===== config.mk =====
export PLATFORM = sky130hd
export DESIGN_NAME = omd_diag_map
export DESIGN_NICKNAME = d
export VERILOG_FILES = /design/src/rtl/omd_diag_map.v
export VERILOG_INCLUDE_DIRS = /design/src /design/src/rtl
export SDC_FILE = /design/constraint.sdc
export NUM_CORES = 2
export LEC_CHECK = 0
export ABC_CLOCK_PERIOD_IN_PS = 35900
export BUFFER_PORTS_ARGS = -buffer_cell sky130_fd_sc_hd__buf_2
export CORE_MARGIN = 2
export CORE_UTILIZATION = 63
export DETAILED_ROUTE_END_ITERATION = 7
export PLACE_DENSITY = 0.86
export SYNTH_ARGS = -nofsm -noshare
export SYNTH_HDL_FRONTEND = slang
export SYNTH_SLANG_ARGS = --single-unit
export TNS_END_PERCENT = 100

===== constraint.sdc =====
create_clock -name clk -period 35.9 [get_ports clk]
set_clock_uncertainty 0.05 [all_clocks]
set_input_delay 1.795 -clock clk [delete_from_list [all_inputs] [get_ports clk]]
set_output_delay 1.795 -clock clk [all_outputs]
set_load 0.005 [all_outputs]

===== src/rtl/omd_defines.vh =====
// Constants for the optical module diagnostic register map
//
// Function
// - Temperature thresholds and readings are signed 16-bit, 1/256 degree C steps.
// - Supply thresholds and readings are unsigned 16-bit, 100 uV steps.
// - Laser bias thresholds and readings are unsigned 16-bit, 2 uA steps.
// - Transmit power thresholds and readings are unsigned 16-bit, 0.1 uW steps.
// - Receive power thresholds and readings are unsigned 16-bit, 0.1 uW steps.
// - Bytes 0-39 hold twenty thresholds, MSB first, high/low alarm then warning.
// - Bytes 96-105 hold live temperature, supply, bias, tx, rx readings, MSB first.
// - Byte 95 holds the checksum over bytes 0 to 94.
// - Bytes 56-94 hold default calibration constants the host should ignore.
// - Byte 110 bit 7 reads the live transmit-disable pin level.
// - Byte 110 bit 6 is host writable; it ORs with the pin to disable transmit.
// - Byte 110 bit 2 reads the live transmit-fault state.
// - Byte 110 bit 1 reads the live receive loss-of-signal state.
// - Byte 110 bit 0 reads 0 once live readings are valid.
// - Soft commands act and report within 100 ms; host waits that long.
// - Alarm flags in bytes 112 and 113 bits 7-6; rest of 113 reserved.
// - Warning flags in bytes 116 and 117 with the alarm layout.
// - High flag set above high threshold; low flag set below low threshold.
`ifndef OMD_DEFINES_VH
`define OMD_DEFINES_VH

// ----------------------------------------
// Byte indices (byte address = 4 * index)
// ----------------------------------------
`define OMD_TEMP_HIGH_ALARM_LIMIT     7'd0
`define OMD_TEMP_LOW_ALARM_LIMIT      7'd2
`define OMD_TEMP_HIGH_WARNING_LIMIT   7'd4
`define OMD_TEMP_LOW_WARNING_LIMIT    7'd6
`define OMD_SUPPLY_HIGH_ALARM_LIMIT   7'd8
`define OMD_SUPPLY_LOW_ALARM_LIMIT    7'd10
`define OMD_SUPPLY_HIGH_WARNING_LIMIT 7'd12
`define OMD_SUPPLY_LOW_WARNING_LIMIT  7'd14
`define OMD_BIAS_HIGH_ALARM_LIMIT     7'd16
`define OMD_BIAS_LOW_ALARM_LIMIT      7'd18
`define OMD_BIAS_HIGH_WARNING_LIMIT   7'd20
`define OMD_BIAS_LOW_WARNING_LIMIT    7'd22
`define OMD_TXPOW_HIGH_ALARM_LIMIT    7'd24
`define OMD_TXPOW_LOW_ALARM_LIMIT     7'd26
`define OMD_TXPOW_HIGH_WARNING_LIMIT  7'd28
`define OMD_TXPOW_LOW_WARNING_LIMIT   7'd30
`define OMD_RXPOW_HIGH_ALARM_LIMIT    7'd32
`define OMD_RXPOW_LOW_ALARM_LIMIT     7'd34
`define OMD_RXPOW_HIGH_WARNING_LIMIT  7'd36
`define OMD_RXPOW_LOW_WARNING_LIMIT   7'd38
`define OMD_RESERVED_FIRST            7'd40
`define OMD_CAL_FIRST                 7'd56
`define OMD_DIAG_PAGE_CHECKSUM        7'd95
`define OMD_LIVE_TEMPERATURE          7'd96
`define OMD_LIVE_RX_OPTICAL_POWER     7'd104
`define OMD_LIVE_LAST                 7'd105
`define OMD_SOFT_STATUS_CONTROL       7'd110
`define OMD_ALARM_FLAGS               7'd112
`define OMD_WARNING_FLAGS             7'd116

// ----------------------------------------
// Fields, resets, bus answers, timing
// ----------------------------------------
`define OMD_STAT_PIN_DISABLE_BIT   7
`define OMD_STAT_SOFT_DISABLE_BIT  6
`define OMD_STAT_FAULT_BIT         2
`define OMD_STAT_LOS_BIT           1
`define OMD_STAT_NOT_READY_BIT     0
`define OMD_SOFT_DISABLE_RESET     1'b0
`define OMD_MEM_RESET              8'h00
`define OMD_RESP_OKAY              2'h0
`define OMD_RESP_DECERR            2'h3
`define OMD_CLK_KHZ                100000
`define OMD_RESPONSE_MS            100
`define OMD_RESPONSE_CYCLES        (`OMD_RESPONSE_MS * `OMD_CLK_KHZ)

`endif


===== src/rtl/omd_diag_map.v =====
// Diagnostic register page of an optical module, reached over AXI4-Lite
//
// The AXI4-Lite slave port was chosen for this implementation.
`timescale 1ns/1ps
`include "omd_defines.vh"

module omd_diag_map #(
   parameter RESPONSE_CYCLES = `OMD_RESPONSE_CYCLES
) (
   // Clock and reset
   input  wire        clk,
   input  wire        rst,
   // AXI4-Lite write address
   input  wire        awvalid,
   output wire        awready,
   input  wire [11:0] awaddr,
   // AXI4-Lite write data
   input  wire        wvalid,
   output wire        wready,
   input  wire [31:0] wdata,
   input  wire [3:0]  wstrb,
   // AXI4-Lite write response
   output reg         bvalid,
   input  wire        bready,
   output reg  [1:0]  bresp,
   // AXI4-Lite read address
   input  wire        arvalid,
   output wire        arready,
   input  wire [11:0] araddr,
   // AXI4-Lite read data
   output reg         rvalid,
   input  wire        rready,
   output reg  [31:0] rdata,
   output reg  [1:0]  rresp,
   // Factory programming of limits and constants
   input  wire        progWrite,
   input  wire [6:0]  progIndex,
   input  wire [7:0]  progData,
   // Measurement results from the sensing logic
   input  wire        measValid,
   input  wire [15:0] measTemp,
   input  wire [15:0] measSupply,
   input  wire [15:0] measBias,
   input  wire [15:0] measTxPower,
   input  wire [15:0] measRxPower,
   // Module pins
   input  wire        txDisablePin,
   input  wire        txFaultLevel,
   input  wire        receive_signal_lost_level,
   output reg         txLaserOff
);

   // ----------------------------------------
   // Functions
   // ----------------------------------------
   // Compare a > b, signed when sgn is set
   function isAbove;
      input [15:0] a;
      input [15:0] b;
      input        sgn;
      begin
         isAbove = {a[15] ^ sgn, a[14:0]} > {b[15] ^ sgn, b[14:0]};
      end
   endfunction

   // Byte index holds a stored limit or constant
   function isStored;
      input [6:0] idx;
      begin
         isStored = (idx < `OMD_RESERVED_FIRST) ||
                    ((idx >= `OMD_CAL_FIRST) && (idx < `OMD_DIAG_PAGE_CHECKSUM));
      end
   endfunction

   // ----------------------------------------
   // Declarations
   // ----------------------------------------
   reg  [7:0]  limitMem [0:94];
   reg  [7:0]  checksum_reg;
   reg  [79:0] live_reg;
   reg  [9:0]  alarm_reg;
   reg  [9:0]  alarm_next;
   reg  [9:0]  warn_reg;
   reg  [9:0]  warn_next;
   reg         softDisable_reg;
   reg  [23:0] staleCnt_reg;
   reg         seenReading_reg;
   reg         pinSync1_reg;
   reg         pinSync2_reg;
   reg         faultSync1_reg;
   reg         faultSync2_reg;
   reg         losSync1_reg;
   reg         losSync2_reg;
   reg         awHeld_reg;
   reg         wHeld_reg;
   reg  [11:0] wAddr_reg;
   reg  [7:0]  wByte_reg;
   reg         wLane0_reg;
   reg  [7:0]  rdByte;
   wire [79:0] measVec;
   wire [319:0] limitVec;
   wire [6:0]  rdIdx;
   wire [6:0]  wrIdx;
   wire        rdMapped;
   wire        wrMapped;
   wire        doWrite;
   wire        notReady;
   reg  [7:0]  statusByte;
   integer     i;
   integer     q;

   assign measVec  = {measTemp, measSupply, measBias, measTxPower, measRxPower};
   assign rdIdx    = araddr[8:2];
   assign wrIdx    = wAddr_reg[8:2];
   assign rdMapped = (araddr[11:9] == 3'h0);
   assign wrMapped = (wAddr_reg[11:9] == 3'h0);

   // ----------------------------------------
   // Pin synchronisers
   // ----------------------------------------
   always @(posedge clk or posedge rst)
   begin
      if (rst)
      begin
         pinSync1_reg   <= 1'b0;
         pinSync2_reg   <= 1'b0;
         faultSync1_reg <= 1'b0;
         faultSync2_reg <= 1'b0;
         losSync1_reg   <= 1'b0;
         losSync2_reg   <= 1'b0;
      end
      else
      begin
         pinSync1_reg   <= txDisablePin;
         pinSync2_reg   <= pinSync1_reg;
         faultSync1_reg <= txFaultLevel;
         faultSync2_reg <= faultSync1_reg;
         losSync1_reg   <= receive_signal_lost_level;
         losSync2_reg   <= losSync1_reg;
      end
   end

   // ----------------------------------------
   // Transmitter disable
   // ----------------------------------------
   always @(posedge clk or posedge rst)
   begin
      if (rst)
         txLaserOff <= 1'b0;
      else
         txLaserOff <= pinSync2_reg | softDisable_reg;
   end

   // ----------------------------------------
   // Limits, constants and checksum
   // ----------------------------------------
   always @(posedge clk or posedge rst)
   begin
      if (rst)
      begin
         for (i = 0; i < 95; i = i + 1)
            limitMem[i] <= `OMD_MEM_RESET;
         checksum_reg <= `OMD_MEM_RESET;
      end
      else if (progWrite && isStored(progIndex))
      begin
         limitMem[progIndex] <= progData;
         checksum_reg <= checksum_reg - limitMem[progIndex] + progData;
      end
   end

   // ----------------------------------------
   // Limit words
   // ----------------------------------------
   // Flat copy keeps flag logic off the memory
   assign limitVec[319:304] = {limitMem[0], limitMem[1]};
   assign limitVec[303:288] = {limitMem[2], limitMem[3]};
   assign limitVec[287:272] = {limitMem[4], limitMem[5]};
   assign limitVec[271:256] = {limitMem[6], limitMem[7]};
   assign limitVec[255:240] = {limitMem[8], limitMem[9]};
   assign limitVec[239:224] = {limitMem[10], limitMem[11]};
   assign limitVec[223:208] = {limitMem[12], limitMem[13]};
   assign limitVec[207:192] = {limitMem[14], limitMem[15]};
   assign limitVec[191:176] = {limitMem[16], limitMem[17]};
   assign limitVec[175:160] = {limitMem[18], limitMem[19]};
   assign limitVec[159:144] = {limitMem[20], limitMem[21]};
   assign limitVec[143:128] = {limitMem[22], limitMem[23]};
   assign limitVec[127:112] = {limitMem[24], limitMem[25]};
   assign limitVec[111:96]  = {limitMem[26], limitMem[27]};
   assign limitVec[95:80]   = {limitMem[28], limitMem[29]};
   assign limitVec[79:64]   = {limitMem[30], limitMem[31]};
   assign limitVec[63:48]   = {limitMem[32], limitMem[33]};
   assign limitVec[47:32]   = {limitMem[34], limitMem[35]};
   assign limitVec[31:16]   = {limitMem[36], limitMem[37]};
   assign limitVec[15:0]    = {limitMem[38], limitMem[39]};

   // ----------------------------------------
   // Flag evaluation
   // ----------------------------------------
   always @*
   begin
      alarm_next = 10'h000;
      warn_next  = 10'h000;
      for (q = 0; q < 5; q = q + 1)
      begin
         alarm_next[9 - 2 * q] = isAbove(measVec[79 - 16 * q -: 16],
            limitVec[319 - 64 * q -: 16], q == 0);
         alarm_next[8 - 2 * q] = isAbove(limitVec[303 - 64 * q -: 16],
            measVec[79 - 16 * q -: 16], q == 0);
         warn_next[9 - 2 * q] = isAbove(measVec[79 - 16 * q -: 16],
            limitVec[287 - 64 * q -: 16], q == 0);
         warn_next[8 - 2 * q] = isAbove(limitVec[271 - 64 * q -: 16],
            measVec[79 - 16 * q -: 16], q == 0);
      end
   end

   // ----------------------------------------
   // Live readings, flags, readiness
   // ----------------------------------------
   always @(posedge clk or posedge rst)
   begin
      if (rst)
      begin
         live_reg        <= 80'h0;
         alarm_reg       <= 10'h000;
         warn_reg        <= 10'h000;
         seenReading_reg <= 1'b0;
         staleCnt_reg    <= 24'h000000;
      end
      else if (measValid)
      begin
         live_reg        <= measVec;
         alarm_reg       <= alarm_next;
         warn_reg        <= warn_next;
         seenReading_reg <= 1'b1;
         staleCnt_reg    <= 24'h000000;
      end
      else if ({8'h00, staleCnt_reg} < RESPONSE_CYCLES)
         staleCnt_reg <= staleCnt_reg + 24'h000001;
   end

   assign notReady = !seenReading_reg || ({8'h00, staleCnt_reg} >= RESPONSE_CYCLES);

   always @*
   begin
      statusByte                             = 8'h00;
      statusByte[`OMD_STAT_PIN_DISABLE_BIT]  = pinSync2_reg;
      statusByte[`OMD_STAT_SOFT_DISABLE_BIT] = softDisable_reg;
      statusByte[`OMD_STAT_FAULT_BIT]        = faultSync2_reg;
      statusByte[`OMD_STAT_LOS_BIT]          = losSync2_reg;
      statusByte[`OMD_STAT_NOT_READY_BIT]    = notReady;
   end

   // ----------------------------------------
   // Read byte decode
   // ----------------------------------------
   always @*
   begin
      rdByte = 8'h00;
      if (isStored(rdIdx))
         rdByte = limitMem[rdIdx];
      else if (rdIdx == `OMD_DIAG_PAGE_CHECKSUM)
         rdByte = checksum_reg;
      else if ((rdIdx >= `OMD_LIVE_TEMPERATURE) && (rdIdx <= `OMD_LIVE_LAST))
         rdByte = live_reg[79 - 8 * (rdIdx - `OMD_LIVE_TEMPERATURE) -: 8];
      else if (rdIdx == `OMD_SOFT_STATUS_CONTROL)
         rdByte = statusByte;
      else if (rdIdx == `OMD_ALARM_FLAGS)
         rdByte = alarm_reg[9:2];
      else if (rdIdx == `OMD_ALARM_FLAGS + 7'd1)
         rdByte = {alarm_reg[1:0], 6'h00};
      else if (rdIdx == `OMD_WARNING_FLAGS)
         rdByte = warn_reg[9:2];
      else if (rdIdx == `OMD_WARNING_FLAGS + 7'd1)
         rdByte = {warn_reg[1:0], 6'h00};
   end

   // ----------------------------------------
   // AXI4-Lite read channel
   // ----------------------------------------
   assign arready = !rvalid;

   always @(posedge clk or posedge rst)
   begin
      if (rst)
      begin
         rvalid <= 1'b0;
         rdata  <= 32'h00000000;
         rresp  <= `OMD_RESP_OKAY;
      end
      else if (arvalid && arready)
      begin
         rvalid <= 1'b1;
         rdata  <= rdMapped ? {24'h000000, rdByte} : 32'h00000000;
         rresp  <= rdMapped ? `OMD_RESP_OKAY : `OMD_RESP_DECERR;
      end
      else if (rready)
         rvalid <= 1'b0;
   end

   // ----------------------------------------
   // AXI4-Lite write channels
   // ----------------------------------------
   assign awready = !awHeld_reg && !bvalid;
   assign wready  = !wHeld_reg && !bvalid;
   assign doWrite = awHeld_reg && wHeld_reg && !bvalid;

   always @(posedge clk or posedge rst)
   begin
      if (rst)
      begin
         awHeld_reg <= 1'b0;
         wHeld_reg  <= 1'b0;
         wAddr_reg  <= 12'h000;
         wByte_reg  <= 8'h00;
         wLane0_reg <= 1'b0;
      end
      else if (doWrite)
      begin
         awHeld_reg <= 1'b0;
         wHeld_reg  <= 1'b0;
      end
      else
      begin
         if (awvalid && awready)
         begin
            awHeld_reg <= 1'b1;
            wAddr_reg  <= awaddr;
         end
         if (wvalid && wready)
         begin
            wHeld_reg  <= 1'b1;
            wByte_reg  <= wdata[7:0];
            wLane0_reg <= wstrb[0];
         end
      end
   end

   always @(posedge clk or posedge rst)
   begin
      if (rst)
      begin
         bvalid <= 1'b0;
         bresp  <= `OMD_RESP_OKAY;
      end
      else if (doWrite)
      begin
         bvalid <= 1'b1;
         bresp  <= wrMapped ? `OMD_RESP_OKAY : `OMD_RESP_DECERR;
      end
      else if (bready)
         bvalid <= 1'b0;
   end

   // ----------------------------------------
   // Soft transmitter disable
   // ----------------------------------------
   always @(posedge clk or posedge rst)
   begin
      if (rst)
         softDisable_reg <= `OMD_SOFT_DISABLE_RESET;
      else if (doWrite && wrMapped && wLane0_reg && (wrIdx == `OMD_SOFT_STATUS_CONTROL))
         softDisable_reg <= wByte_reg[`OMD_STAT_SOFT_DISABLE_BIT];
   end

endmodule // omd_diag_map


== Yosys cells after proc, flatten, opt, wreduce, memory -nomap -nowiden ==
Cells that the tools add are included.

* Flip-flop bits (word level): 961
* Bits of input ports: 167
* Output and inout port bits: 42
* Logic and storage cells: 236

* $add $sub $neg: 5
* Magnitude comparators: 33
* Eq/ne operators: 7
* Shifts and indexed selects: 1
* Multiplexer cells: 30
* Bitwise operators: 9
* Reduce and logical (&&, ||, !) cells: 32

{| class="wikitable"
|+ Operators with widths
! cell !! number
|-
| $bwmux 760 || 1
|-
| $gt 16x16->1 || 20
|-
| $bmux 8 s7 || 2
|-
| $mux 8 || 14
|-
| $shiftx 87x33->8 || 1
|-
| $demux 8 s7 || 1
|-
| $eq 7x7->1 const B || 7
|-
| $mux 24 || 2
|-
| $add 24x1->24 const B || 1
|-
| $ge 24x24->1 const B || 1
|-
| $lt 24x24->1 const B || 1
|-
| $ge 8x8->1 const B || 2
|-
| $not 7->8 || 2
|-
| $logic_and 1x1->1 || 15
|-
| $ge 7x6->1 const B || 2
|-
| $lt 7x6->1 const B || 2
|-
| $lt 7x7->1 const B || 2
|-
| $sub 8x11->12 const A || 1
|-
| $reduce_bool 2->1 || 5
|-
| $add 8x8->8 || 1
|-
| $lt 8x1->1 const B || 1
|-
| $mux 1 || 8
|-
| $sub 7x7->8 const B || 1
|-
| $sub 8x8->8 || 1
|-
| 9 further kinds || 23
|}

== Depth between registers and ports, before layout ==
* Depth after elaboration: 10
* Gate-level depth with buffers: 22

== Worst setup path after synthesis ==
No wires, ideal clock.

* Kind: input to register
* Start: input progIndex[2]
* End: register checksum_reg[7]
* Library setup time: 71 ps
* Data arrival time: 5959 ps
* Required time: 35779 ps
* Path slack: 29820 ps
* Stages: 20
* Path buffers: 4
* Cells stage by stage: buf_2 > nor3b_2 > clkbuf_1 > buf_2 > buf_1 > a22oi_1 > a41oi_1 > a21oi_1 > o221ai_1 > fa_1 > inv_1 > ha_1 > a21o_1 > a21oi_1 > o21ai_0 > o221ai_1 > nor4b_1 > o21ai_0 > o311a_1 > nand4_1

* Longest elaborated chain between the ends: 6
* Elaborated cells on any way between the ends: 12
* Classes of those cells: 2 x add/sub; 3 x order compare; 3 x mux; 1 x bitwise; 3 x reduce/logical

{| class="wikitable"
|+ RTL lines
! what !! line !! source
|-
| start, declared || omd_diag_map.v:37 || <nowiki>input wire [6:0] progIndex,</nowiki>
|-
| $not 7->8 (implied by the code) || omd_diag_map.v:168 || <nowiki>checksum_reg <= checksum_reg - limitMem[progIndex] + progData;</nowiki>
|-
| $bmux 8 s7 || omd_diag_map.v:168 ||
|-
| $mux 8 (implied by the code) (2 in series) || omd_diag_map.v:168 ||
|-
| $sub 8x8->8 || omd_diag_map.v:168 ||
|-
| $add 8x8->8 || omd_diag_map.v:168 ||
|-
| end signal, assigned || omd_diag_map.v:163 || <nowiki>checksum_reg <= `OMD_MEM_RESET;</nowiki>
|-
| end signal, assigned || omd_diag_map.v:168 ||
|-
| end, declared || omd_diag_map.v:79 || <nowiki>reg [7:0] checksum_reg;</nowiki>
|}

Parallel ways exist; a longest one is shown, timed or not. The select of a mux whose other input is x is not followed.
A chain may end at the register's enable or synchronous reset.

== Final worst setup path ==
* Start: input progIndex[1]
* End: register checksum_reg[7]

Same word-level chain as after synthesis.

==> impl_metrics.toml <==
[clock_tree]
post_cts_resized = 0
clkSlewWorstSetupHoldPaths_ns = 0.06
cts_htree_levels = 3
cts.path.max_buffers = 3
clock-sinks = 927
ctsHoldBuffers = 0
clock_latency_ns = 0.68
tritoncts = "yes"
clock-root-buffer = "clkbuf_16"
cts_setup_buffers = 0
cts_buffers = 98

[sta]
finalSetupViolCount = 0
final_max_slew_viol_count = 0
min_period_ns = 8.00
finalHoldViolations = 0
rsz0062_at_grt = "no"
fin_crit_sh = 0.223
worst_pin_slew_ns = 1.38
slew_headroom = 0.0699
max_freq_mhz = 125
final.setup.tns_ns = 0

[grt]
antenna_found_initial = 14
gr-usage-met1 = 0.525
grt_pass1_wl_um = 274000
grt_use_total = 0.414
top_usage_layer = "met2"
grt_pass1_vias = 43200
grt_max_degree = 163
gr-total-overflow = 0
use_met2 = 0.587
met3_usage = 0.150

[layout]
final_area_sq_um = 58400
fin_nets = 5093
largest_reg_flops = 744
final_core_util = 0.685
syn2layout_area_growth_pct = 7.74
drive_above_1_share = 0.266

[routing]
route.detailed.drc = 0
drt_first_pass_iters = 7
routed_wl_um = 183000
num_vias = 42400
wire_per_inst_um = 31.5
avgViaCountPerCell = 7.31
drtAntennaViolNets = 0
drt_iter0_markers = 5647

[critical_path]
cpPeakStageDelay_ns = 0.81
cp-end-kind = "register"
crit_arrival_ns = 8.55
critPathLaunchType = "input pin"
crit_required_ns = 36.46
critPathBufInv = 5
cp_max_fo = 38
path_cells = "buf_2, buf_4, nor3b_4, buf_4, buf_4, a22o_1, a221oi_1, nand4_1, o21ai_0, o21ai_0, a21oi_1, o221ai_1, fa_1, inv_1, ha_1, a21o_1, a21oi_1, o21ai_0, o221ai_1, nor4b_1, o21ai_0, o311a_1, nand4_1"
worstReg2RegEnd = "checksum_reg[7]$_DFFE_PP0P_"
r2r_slack_ns = 30.74
worstSetupPathType = "input pin to register"
crit_family = "compound AO/OA/AOI/OAI gates"
critPathSlowestCell = "o21ai_0"
r2r-start = "limitMem[589]$_DFFE_PP0P_"
rr_worst_depth = 16
crit_top_cell = "o21ai_0"

[power]
p_per_area_nw_per_um2 = 46.5
peakVddDrop_mv = 0.0477
p_total_mw = 2.71
p_leak_nw = 27.2

[synthesis]
synth_seq_cells = 927
synthTopCellsByArea = "dfrtp_1 (43%), mux2_2 (12%), mux4_2 (11%)"
syn_area_sq_um = 54200
async_flop_share = 1.00
yosys.cell_types.count = 69
synth_edf_count = 0
synth_warnings = 0
synth_top_area_frac = 0.428
yosysTopAreaCell = "dfrtp_1"
synth-main-ff-cell = "dfrtp_1"
ys_seq_area_frac = 0.428
syn_avg_cell_area_sq_um = 11.5
synth_cells = 4696

[floorplanning]
core_area_sq_um = 85100
initial_core_util = 0.636
ioPinCount = 209
die_area_sq_um = 88300
chipHeight_um = 297
rows = 107
die_w_um = 297

[place]
dpl_cell_area_sq_um = 55100
io_buffers = 146
dp_hpwl_um = 123000
gp_congestion = 1.04

[run]
maxCapViolCount = 0

[min_path]
holdPathEnd = "losSync2_reg$_DFF_PP0_"
min_path_cells = 0
min_path_type = "register to register"
min_from = "losSync1_reg$_DFF_PP0_"

[run_status]
outcome = "finished, final reports clean"
[per-stage QoR]
step / setup slack [ns] / cells / hold WS, ns
floorplan: 7.99 / 4719 / 0.281
global placement: 27.79 / 5630 / 0.293
detailed placement: 27.67 / 5630 / 0.288
CTS: 28.36 / 5802 / 0.307
global route: 27.84 / 5802 / 0.315
finish: 27.90 / 5808 / 0.304
[routing by layer]
| layer | routed length (um) | up-vias |
|---|---|---|
| met5 | 116 | - |
| met4 | 16300 | 18 |
| met3 | 26000 | 985 |
| met2 | 76600 | 3410 |
| met1 | 64000 | 20800 |
| li1 | - | 17200 |
[placed cells by master (no fill, tap or decap), drive strengths merged, types with 7 or more instances in the layout]
master and instances:
nor2 155, nand4 110, xnor2 7, o2bb2ai 9
o221a 10, mux2i 36, o2111ai 8, o21a 62
xor2 21, o221ai 10, conb 24, clkinv 17
a22oi 244, buf 206, ha 333, nand3 39
mux4 262, fa 7, a21oi 118, mux2 565
and2 11, a22o 52, o21ai 271, and3 14
nand2 294, a21o 66, nor4 35, a221oi 62
nor3 24, clkbuf 143, nor2b 45, nand2b 18
dfrtp 927, a2111oi 12, a31oi 33, o211ai 18
a41oi 17, inv 293
[power breakdown]
part / switching (mW) / leakage (nW) / internal [mW] / total, mW
clock network: 0.438 / 1.59 / 0.598 / 1.04
logic: 0.280 / 13.7 / 0.199 / 0.479
registers: 0.0751 / 11.8 / 1.12 / 1.20
total: 0.793 / 27.2 / 1.92 / 2.71
[Yosys cell counts (all sizes together) (110+ instances only)]
library cell / number
a22oi: 244
mux2: 565
inv: 291
ha: 333
nor2: 155
buf: 134
mux4: 262
a21oi: 118
nand2: 294
nand4: 110
o21ai: 271
clkbuf: 305
dfrtp: 927
[worst max path at each step]
stage / to / from / cells after the start
global placement: checksum_reg[7]$_DFFE_PP0P_ / progIndex[1] / 23
CTS: checksum_reg[7]$_DFFE_PP0P_ / progIndex[1] / 23
floorplan: alarm_reg[0]$_DFFE_PP0P_ / rst / 1
finish: checksum_reg[7]$_DFFE_PP0P_ / progIndex[1] / 23
detailed placement: checksum_reg[7]$_DFFE_PP0P_ / progIndex[1] / 23
global route: checksum_reg[7]$_DFFE_PP0P_ / progIndex[1] / 23
[kinds of logic after synthesis]
logic type | synth area share
adders and majority gates | 0.0795
AOI/OAI and AO/OA | 0.130
and+or+nand+nor | 0.0697
DFF | 0.428
muxes | 0.233
xor gates and xnor gates | 0.00453
other | 0.0000692
buffers and inverters | 0.0552
[area by class of cell]
type / instances / area [sq um]
Antenna cell: 6 / 15.0
Clock buffer: 143 / 2880
Clock inverter: 29 / 347
Fill cell: 5934 / 26800
Inverter: 291 / 1100
Multi-Input combinational cell: 3062 / 28100
Sequential cell: 927 / 23200
Tap cell: 1144 / 1430
Timing Repair Buffer: 206 / 1260
No activity file was read; power rests on OpenSTA's default activity.
